==> config.mk <==
export PLATFORM = sky130hd
export DESIGN_NAME = pra_status
export DESIGN_NICKNAME = d
export VERILOG_FILES = /design/src/design/pra_pkg.sv /design/src/design/pra_lane.sv /design/src/design/pra_status.sv
export SDC_FILE = /design/constraint.sdc
export NUM_CORES = 1
export LEC_CHECK = 0
export ABC_AREA = 1
export BUFFER_PORTS_ARGS = -buffer_cell sky130_fd_sc_hd__buf_2
export CORE_AREA = 2 2 145 147
export DETAILED_ROUTE_END_ITERATION = 10
export DIE_AREA = 0 0 147 149
export GPL_ROUTABILITY_DRIVEN = 0
export PLACE_DENSITY = 0.73
export RECOVER_POWER = 100
export SETUP_SLACK_MARGIN = 0.02
export SLEW_MARGIN = 20
export SYNTH_ARGS = -nofsm -noshare
export SYNTH_HDL_FRONTEND = slang
export SYNTH_SLANG_ARGS = --single-unit
==> constraint.sdc <==
create_clock -name clk -period 1.25 [get_ports clk]
set_input_delay 0.25 -clock clk [delete_from_list [all_inputs] [get_ports clk]]
set_output_delay 0.25 -clock clk [all_outputs]
set_load 0.01 [all_outputs]
==> src/design/pra_pkg.sv <==
// Package for the receive lane alignment status block
// Contract
// - Each lane's marker word error bit pulses high one cycle per malformed marker, back to back allowed.
// - The aligned output is high exactly while all lanes are aligned and deskewed.
// - A low aligned output is reported as a local fault, except in reset, where both are low.
// - PCS status is high only when aligned and not in the high bit error rate state.
// - Each block lock bit is high while its lane holds block lock.
// - The alignment error level rises when alignment or deskew fails or an earlier alignment is lost.
// - The misalignment output pulses one cycle when the aligner misses the expected marker on all lanes.
// - No misalignment pulse until every lane saw a good marker once and a bad marker followed.
// - The misalignment pulse comes one meta-frame after the offending marker error.
// - Without any correct marker ever seen, lane problems show only on the per-lane error vector.
// - The remote fault level is high while a remote fault is detected and low otherwise.
// - Twenty 5-bit buses give the physical lane that carries each PCS lane.
// - A physical index bus is meaningful only while its lane's word sync bit is high.
// - A lane's word sync bit is set once it has word sync and has received a lane marker.
package pra_pkg;

  // ----------------------------------------
  // Sizes and reset values
  // ----------------------------------------
  localparam int PRA_LANES = 20;
  localparam int PRA_IDX_W = 5;
  localparam logic PRA_RST_LVL = 1'h0;
  localparam logic [PRA_IDX_W-1:0] PRA_RST_IDX = 5'h00;

  // ----------------------------------------
  // Carriers
  // ----------------------------------------
  typedef struct packed {
    logic word_sync;
    logic marker_seen;
    logic block_lock;
    logic marker_bad;
    logic marker_good;
    logic [PRA_IDX_W-1:0] phys_idx;
  } pra_lane_in_t;

  typedef struct packed {
    logic synced;
    logic lock;
    logic mf_err;
    logic good_once;
    logic [PRA_IDX_W-1:0] idx;
  } pra_lane_st_t;

  typedef struct packed {
    logic aligned;
    logic local_fault;
    logic status;
    logic aligned_err;
    logic ever_aligned;
    logic bad_seen;
    logic miss_pend;
    logic misaligned;
    logic remote_fault;
  } pra_top_st_t;

endpackage

==> src/design/pra_lane.sv <==
// Per-lane status tracker
`timescale 1ns/1ps
module pra_lane
  import pra_pkg::*;
(
  input wire logic clk,
  input wire logic rstn,
  input pra_pkg::pra_lane_in_t lane_in,
  output pra_pkg::pra_lane_st_t lane_st
);

  pra_lane_st_t st_ff;
  pra_lane_st_t nxt_st;

  // ----------------------------------------
  // Next state
  // ----------------------------------------
  always_comb begin
    nxt_st = st_ff;
    nxt_st.synced = lane_in.word_sync & lane_in.marker_seen;
    nxt_st.lock = lane_in.block_lock;
    nxt_st.mf_err = lane_in.marker_bad;
    // Sticky: arming must survive later bad markers
    nxt_st.good_once = st_ff.good_once | lane_in.marker_good;
    nxt_st.idx = lane_in.phys_idx;
  end

  always_ff @(posedge clk or negedge rstn) begin
    if (!rstn) begin
      st_ff <= '{synced: PRA_RST_LVL, lock: PRA_RST_LVL, mf_err: PRA_RST_LVL,
                 good_once: PRA_RST_LVL, idx: PRA_RST_IDX};
    end else begin
      st_ff <= nxt_st;
    end
  end

  assign lane_st = st_ff;

endmodule

==> src/design/pra_status.sv <==
// Receive lane alignment status top
`timescale 1ns/1ps
module pra_status
  import pra_pkg::*;
(
  input wire logic clk,
  input wire logic rstn,
  input pra_pkg::pra_lane_in_t [pra_pkg::PRA_LANES-1:0] lane_in,
  input wire logic lanes_aligned,
  input wire logic lanes_deskewed,
  input wire logic align_fail,
  input wire logic aligner_marker_miss,
  input wire logic metaframe_tick,
  input wire logic hi_ber,
  input wire logic remote_fault_det,
  output logic [pra_pkg::PRA_LANES-1:0] lane_marker_word_error,
  output logic [pra_pkg::PRA_LANES-1:0] lane_block_lock,
  output logic [pra_pkg::PRA_LANES-1:0] lane_word_sync,
  output logic [pra_pkg::PRA_LANES-1:0][pra_pkg::PRA_IDX_W-1:0] pcs_lane_physical_index,
  output logic rx_aligned,
  output logic rx_local_fault,
  output logic rx_status,
  output logic rx_aligned_err,
  output logic rx_misaligned,
  output logic rx_remote_fault
);

  // ----------------------------------------
  // Lane trackers
  // ----------------------------------------
  pra_lane_st_t [PRA_LANES-1:0] lane_st;
  logic [PRA_LANES-1:0] bad_vec;
  logic [PRA_LANES-1:0] lock_vec;
  logic [PRA_LANES-1:0] good_once_vec;
  logic [PRA_LANES-1:0] sync_vec;
  logic [PRA_LANES-1:0][PRA_IDX_W-1:0] idx_vec;

  genvar gi;
  generate
    for (gi = 0; gi < PRA_LANES; gi++) begin : g_lane
      pra_lane u_lane (
        .clk(clk),
        .rstn(rstn),
        .lane_in(lane_in[gi]),
        .lane_st(lane_st[gi])
      );
      assign bad_vec[gi] = lane_in[gi].marker_bad;
      assign lock_vec[gi] = lane_in[gi].block_lock;
      assign good_once_vec[gi] = lane_st[gi].good_once;
      assign sync_vec[gi] = lane_in[gi].word_sync & lane_in[gi].marker_seen;
      assign idx_vec[gi] = lane_in[gi].phys_idx;
      assign lane_marker_word_error[gi] = lane_st[gi].mf_err;
      assign lane_block_lock[gi] = lane_st[gi].lock;
      assign lane_word_sync[gi] = lane_st[gi].synced;
      // Index is driven always; consumers qualify it by word sync
      assign pcs_lane_physical_index[gi] = lane_st[gi].idx;
    end
  endgenerate

  // ----------------------------------------
  // Alignment and fault state
  // ----------------------------------------
  pra_top_st_t st_ff;
  pra_top_st_t nxt_st;
  logic armed;
  logic align_now;
  logic miss_hit;

  // Misalignment is only meaningful once every lane has locked onto a good marker
  assign armed = &good_once_vec;
  assign align_now = lanes_aligned & lanes_deskewed;
  assign miss_hit = aligner_marker_miss & armed & (st_ff.bad_seen | (|bad_vec));

  always_comb begin
    nxt_st = st_ff;
    nxt_st.aligned = align_now;
    nxt_st.local_fault = ~align_now;
    nxt_st.status = align_now & ~hi_ber;
    nxt_st.ever_aligned = st_ff.ever_aligned | align_now;
    // High from the loss until realigned; not latched, so a brief loss shows only while it lasts
    nxt_st.aligned_err = align_fail | (st_ff.ever_aligned & ~align_now);
    nxt_st.bad_seen = st_ff.bad_seen | (armed & (|bad_vec));
    // New miss on a tick cycle stays pending: set wins over the clear
    nxt_st.miss_pend = miss_hit | (st_ff.miss_pend & ~metaframe_tick);
    nxt_st.misaligned = st_ff.miss_pend & metaframe_tick;
    nxt_st.remote_fault = remote_fault_det;
  end

  always_ff @(posedge clk or negedge rstn) begin
    if (!rstn) begin
      st_ff <= '{aligned: PRA_RST_LVL, local_fault: PRA_RST_LVL, status: PRA_RST_LVL,
                 aligned_err: PRA_RST_LVL, ever_aligned: PRA_RST_LVL, bad_seen: PRA_RST_LVL,
                 miss_pend: PRA_RST_LVL, misaligned: PRA_RST_LVL,
                 remote_fault: PRA_RST_LVL};
    end else begin
      st_ff <= nxt_st;
    end
  end

  assign rx_aligned = st_ff.aligned;
  assign rx_local_fault = st_ff.local_fault;
  assign rx_status = st_ff.status;
  assign rx_aligned_err = st_ff.aligned_err;
  assign rx_misaligned = st_ff.misaligned;
  assign rx_remote_fault = st_ff.remote_fault;

  // ----------------------------------------
  // Checks
  // ----------------------------------------
  chk_mf_err_track: assert property (@(posedge clk) disable iff (!rstn)
    rstn ##1 1'b1 |-> lane_marker_word_error == $past(bad_vec))
    else $error("marker word error vector does not follow lane errors");

  chk_aligned_level: assert property (@(posedge clk) disable iff (!rstn)
    align_now |=> rx_aligned ##0 !rx_local_fault)
    else $error("aligned output missing after alignment");

  chk_local_fault: assert property (@(posedge clk) disable iff (!rstn)
    !align_now |=> rx_local_fault && !rx_aligned)
    else $error("local fault not raised while unaligned");

  chk_status_combo: assert property (@(posedge clk) disable iff (!rstn)
    rx_status |-> rx_aligned && !$past(hi_ber))
    else $error("status high while unaligned or in high error state");

  chk_block_lock: assert property (@(posedge clk) disable iff (!rstn)
    lock_vec[0] && lock_vec[19] |=> lane_block_lock[0] && lane_block_lock[19])
    else $error("block lock not reported");

  chk_align_loss: assert property (@(posedge clk) disable iff (!rstn)
    // A realign right after the loss may clear the flag on the second cycle
    (rx_aligned && !align_now) |=> rx_aligned_err ##1 (rx_aligned_err || $past(align_now)))
    else $error("loss of alignment not flagged");

  chk_misalign_armed: assert property (@(posedge clk) disable iff (!rstn)
    rx_misaligned |-> $past(armed, 2) && st_ff.bad_seen)
    else $error("misalignment pulse before arming");

  chk_misalign_tick: assert property (@(posedge clk) disable iff (!rstn)
    (miss_hit && !metaframe_tick) ##1 (!metaframe_tick [*3]) |-> !rx_misaligned)
    else $error("misalignment pulse not held until meta-frame tick");

  chk_misalign_emit: assert property (@(posedge clk) disable iff (!rstn)
    (st_ff.miss_pend && metaframe_tick) |=> rx_misaligned)
    else $error("pending misalignment not emitted at tick");

  chk_remote_fault: assert property (@(posedge clk) disable iff (!rstn)
    remote_fault_det != rx_remote_fault |=> rx_remote_fault == $past(remote_fault_det))
    else $error("remote fault level wrong");

  chk_word_sync: assert property (@(posedge clk) disable iff (!rstn)
    (lane_in[3].word_sync && !lane_in[3].marker_seen) |=> !lane_word_sync[3])
    else $error("word sync set without a lane marker");

  chk_reset_quiet: assert property (@(posedge clk)
    !rstn |-> !rx_misaligned && !rx_aligned && !rx_status && lane_marker_word_error == '0)
    else $error("outputs active during reset");

  // ----------------------------------------
  // Follow checks
  // ----------------------------------------
  // First edge after release still shows reset values, hence the past guard
  chk_quiet_release: assert property (@(posedge clk) disable iff (!rstn)
    !$past(rstn) |-> !rx_misaligned && lane_marker_word_error == '0)
    else $error("pulse emitted on the edge after reset release");

  chk_block_lock_all: assert property (@(posedge clk) disable iff (!rstn)
    $past(rstn) |-> lane_block_lock == $past(lock_vec))
    else $error("block lock vector does not follow lane lock");

  chk_word_sync_all: assert property (@(posedge clk) disable iff (!rstn)
    $past(rstn) |-> lane_word_sync == $past(sync_vec))
    else $error("word sync vector does not follow sync and marker");

  chk_index_follow: assert property (@(posedge clk) disable iff (!rstn)
    $past(rstn) |-> pcs_lane_physical_index == $past(idx_vec))
    else $error("physical index buses do not follow lane map");

  chk_aligned_follow: assert property (@(posedge clk) disable iff (!rstn)
    $past(rstn) |-> rx_aligned == $past(align_now))
    else $error("aligned output does not follow alignment and deskew");

  chk_fault_inverse: assert property (@(posedge clk) disable iff (!rstn)
    $past(rstn) |-> rx_local_fault == !rx_aligned)
    else $error("local fault is not the inverse of aligned");

  chk_status_follow: assert property (@(posedge clk) disable iff (!rstn)
    $past(rstn) |-> rx_status == ($past(align_now) && !$past(hi_ber)))
    else $error("status does not follow alignment and error rate state");

  chk_align_fail_flag: assert property (@(posedge clk) disable iff (!rstn)
    align_fail |=> rx_aligned_err)
    else $error("alignment failure not flagged");

  chk_align_err_clear: assert property (@(posedge clk) disable iff (!rstn)
    (align_now && !align_fail) |=> !rx_aligned_err)
    else $error("alignment error held while aligned");

  chk_misalign_unarmed: assert property (@(posedge clk) disable iff (!rstn)
    !armed |=> !rx_misaligned)
    else $error("misalignment pulse without a good marker on every lane");

  chk_misalign_on_tick: assert property (@(posedge clk) disable iff (!rstn)
    rx_misaligned |-> $past(metaframe_tick))
    else $error("misalignment pulse away from a meta-frame tick");

  chk_pending_kept: assert property (@(posedge clk) disable iff (!rstn)
    miss_hit |=> st_ff.miss_pend)
    else $error("marker miss not held until the next tick");

  chk_pending_clear: assert property (@(posedge clk) disable iff (!rstn)
    (st_ff.miss_pend && metaframe_tick && !miss_hit) |=> !st_ff.miss_pend)
    else $error("pending misalignment not cleared after its pulse");

  chk_remote_follow: assert property (@(posedge clk) disable iff (!rstn)
    $past(rstn) |-> rx_remote_fault == $past(remote_fault_det))
    else $error("remote fault level does not follow detection");

  cov_misaligned: cover property (@(posedge clk) disable iff (!rstn) rx_misaligned);
  cov_aligned_rise: cover property (@(posedge clk) disable iff (!rstn) $rose(rx_aligned));
  cov_align_err: cover property (@(posedge clk) disable iff (!rstn) $rose(rx_aligned_err));
  cov_status_rise: cover property (@(posedge clk) disable iff (!rstn) $rose(rx_status));
  cov_mf_b2b: cover property (@(posedge clk) disable iff (!rstn)
    lane_marker_word_error[0] ##1 lane_marker_word_error[0]);

endmodule

==> impl_results.rst <==
.. list-table::
   :header-rows: 1

   * - Metric
     - Value
   * - Layout fillers
     - 1825
   * - Critical setup path kind
     - primary input to flop
   * - Post-synth top area share
     - around three quarters
   * - WP data arrival
     - about 1600 ps
   * - Pin count of the biggest net entering global routing
     - 48
   * - Via count of the first global-routing pass
     - 4852
   * - Row Count
     - 53
   * - Startpoint Class
     - primary input
   * - Cell leakage power
     - 4.88 nW
   * - Internal Dissipation
     - 10.0 mW
   * - Met2 track demand over resource
     - roughly 27%
   * - Floorplan core area
     - between 0.02 and 0.025 mm^2
   * - Peak supply drop
     - 0.780 mV
   * - Final global-route overflow total
     - 0
   * - Hold/Removal Path Class
     - primary input to flop
   * - Hold slack final
     - between 20 and 25 ps
   * - Post-route insts no fill
     - 1155
   * - Width of the chip
     - around 150 um
   * - Final cycle utilization of the critical path
     - 98.4%
   * - Xor and xnor area share after synthesis
     - 0%
   * - GR Layer Usage met1
     - between 10% and 20%
   * - Net count reported at finish
     - approximately 1100
   * - Total power draw
     - ~13 mW
   * - Reported max-cap violation count
     - 0
   * - Fmax
     - 813 MHz
   * - Unrepaired setup endpoints after global routing
     - yes
   * - Synth Instances
     - around 460
   * - Most used cells in the layout excluding fill and tap cells
     - sky130_fd_sc_hd__dfrtp_1 (189), sky130_fd_sc_hd__buf_2 (189), sky130_fd_sc_hd__dlygate4sd3_1 (164)
   * - Number of DRC violations after detailed-routing iteration 0
     - 89
   * - Syn. warnings
     - 0
   * - Complex-gate fraction of the synthesized area
     - less than 1%
   * - Post-detailed-route DRC marker count
     - 0
   * - Setup ws final
     - 20.3 ps
   * - Clock Skews
     - 4.87 ps
   * - Cell area after synthesis
     - roughly 0.0064 mm^2
   * - Normalized max-slew margin
     - 64.0%
   * - Net switching power
     - between 3 and 4 mW
   * - Register area share after synthesis
     - around 74%
   * - Least-Margin Pin Slew
     - between 500 and 600 ps
   * - Starting Density
     - a little under a third
   * - Flops & latches, synth
     - about 190
   * - Deepest clock path buffer count
     - 2
   * - Chip height
     - between 100 and 150 um
   * - Setup slack at placement
     - about 160 ps
   * - Multiplexer share of the synthesized area
     - 0%
   * - Share of power burned in the clock network
     - 40.5%
   * - Final design utilization
     - 47.0%
   * - Pwr Density
     - 1360 mW/mm^2
   * - Global-route wire length before repair
     - 25.3 mm
   * - Crit path max fanout
     - 1
   * - Clock latency on the worst-skew pair
     - between 400 and 500 ps
   * - Area delta synth->final
     - 50.6%
   * - Data required time at the worst endpoint
     - between 1500 and 2000 ps
   * - Post-synthesis share of cell area spent on and, or, nand and nor gates
     - under 10%
   * - Number of instances in the placed design
     - around 960
   * - Count of TritonRoute iterations in the first routing pass
     - 4
   * - Combinational family with the most area after synthesis
     - buffers and inverters
   * - Clock transition at path regs
     - around 70 ps
   * - Number of buffers added by the clock tree synthesis step
     - 17
   * - Proportion of total power due to net switching
     - a little under a quarter
   * - Die ar.
     - 0.0219 mm^2
   * - Wire length reported by the detailed router
     - 16.9 mm
   * - Detail Route Antenna Nets
     - 0
   * - Number of antenna violations at the first check in global routing
     - 0
   * - Cell at the root of the clock tree
     - sky130_fd_sc_hd__clkbuf_16
   * - Syn avg cell area
     - around 14 um^2
   * - Diodes inserted
     - 0
   * - GRT Overall Usage
     - between 15 and 20%
   * - Wire length per cell after detailed routing
     - 14.7 um
   * - Adder-cell share of the synthesized area
     - 0%
   * - Share of total power in sequential cells
     - between 40% and 50%
   * - Nature of the critical path endpoint
     - flop
   * - Clock period minus worst slack
     - approximately 1200 ps
   * - Count of vias placed by the detailed router
     - roughly 4400
   * - Clock tree from TritonCTS
     - yes
   * - Number of pins with negative max-slew slack in the final report
     - 0
   * - GR Util met3
     - under 10%
   * - Setup Fix Bufs, Post-CTS
     - 0
   * - Top area cells in the synthesized netlist
     - sky130_fd_sc_hd__dfrtp_1 (74%), sky130_fd_sc_hd__buf_4 (19%), sky130_fd_sc_hd__nand2_1 (2.4%)
   * - Result of the run
     - complete, no violations
   * - Htree depth
     - 4
   * - Fraction of layout cells with a size suffix above 1
     - between 40 and 50%
   * - Top Ports
     - about 380
   * - Number of failing hold endpoints at the final stage
     - 0
   * - Net count of the mapped netlist
     - between 600 and 700
   * - DP HPWL
     - around 12 mm
   * - Power share of the combinational group
     - a little over a tenth
   * - Global-route layer with the greatest usage
     - met2
   * - Sinks on the clock net
     - 189
   * - Final number of setup-violating endpoints
     - 0
   * - Synth unique cells
     - 12
   * - Count of input and output buffers
     - about 370
   * - Most area-hungry cell type in the Yosys netlist
     - sky130_fd_sc_hd__dfrtp_1
   * - Via count normalized by instance count
     - around 3.8
## state kept, by name, indices dropped and copies added (netlist names)
register	cells
g_lane.u_lane.lane_st	180
st_ff	3
rx_aligned	1
rx_aligned_err	1
rx_local_fault	1
rx_misaligned	1
rx_remote_fault	1
rx_status	1
## power groups by stage
stage	Sequential, mW	Combinational, mW	Clock [mW]
floorplan	6.57	0.563	0
global placement	6.57	0.988	0
detailed placement	6.58	1.01	0
CTS	6.46	1.43	5.50
global route	6.49	1.48	5.79
finish	6.47	1.37	5.33
## layer usage
layer | part of all wire, % | wire, um
met1 | 37 | 6220
met2 | 53 | 9000
met3 | 8.2 | 1380
met4 | 2.0 | 340
met5 | 0 | 0
## synth_stat cells, drive strengths merged
cell type / number
nand3: 3
or2: 21
o21ai: 1
nor2: 19
dfrtp: 189
buf: 160
inv: 25
and2: 1
nand2: 41
o21bai: 1
## stage by stage
stage          setup TNS (ps)  area (um^2)
2_1_floorplan               0         6420
3_3_place_gp                0         7550
3_5_place_dp                0         7550
4_1_cts                 -9.75         9830
5_1_grt                 -57.3         9670
6_report                    0         9670
## worst max-delay path, stage by stage
cell,delay [ps]
sky130_fd_sc_hd__dlygate4sd3_1,550
sky130_fd_sc_hd__buf_2,130
sky130_fd_sc_hd__nand2_1,40
sky130_fd_sc_hd__dlygate4sd3_1,530
sky130_fd_sc_hd__inv_1,40
## final timing paths
check	start	end	slack, ps	depth (start not counted)
setup / recovery	lane_in[98]	g_lane[9].u_lane.lane_st[8]	20	5
hold / removal	lane_in[159]	g_lane[15].u_lane.lane_st[8]	20	3
setup reg to reg	st_ff[3]	st_ff[3]	300	5
hold reg to reg	st_ff[2]	rx_misaligned	460	2
max in group asynchronous	rstn	rx_aligned_err	140	3
min in group asynchronous	rstn	g_lane[6].u_lane.lane_st[5]	290	2
## what timing repair did
item	4_1_cts	5_1_grt
pin swaps	0	5
gates resized for setup	6	10
setup endpoints to repair	8	35
endpoints found under the hold margin	183	0
cloned	0	0
hold buffers	167	0
## area by class of cell
class                           instances  area [um^2]  share of cell area (%)
Clock inverter                         13          149                    1.54
Inverter                               25         93.8                   0.970
Sequential cell                       189         4730                    48.9
Multi-Input combinational cell         87          395                    4.09
Tap cell                              275          344                    3.56
Clock buffer                           19          443                    4.58
Timing Repair Buffer                  547         3510                    36.3
## kinds of logic after synthesis
family	after synthesis
DFF	189
buffers and inverters	185
and+or+nand+nor	85
AOI/OAI and AO/OA	2
Note: power is estimated with default switching activity, not from simulation.
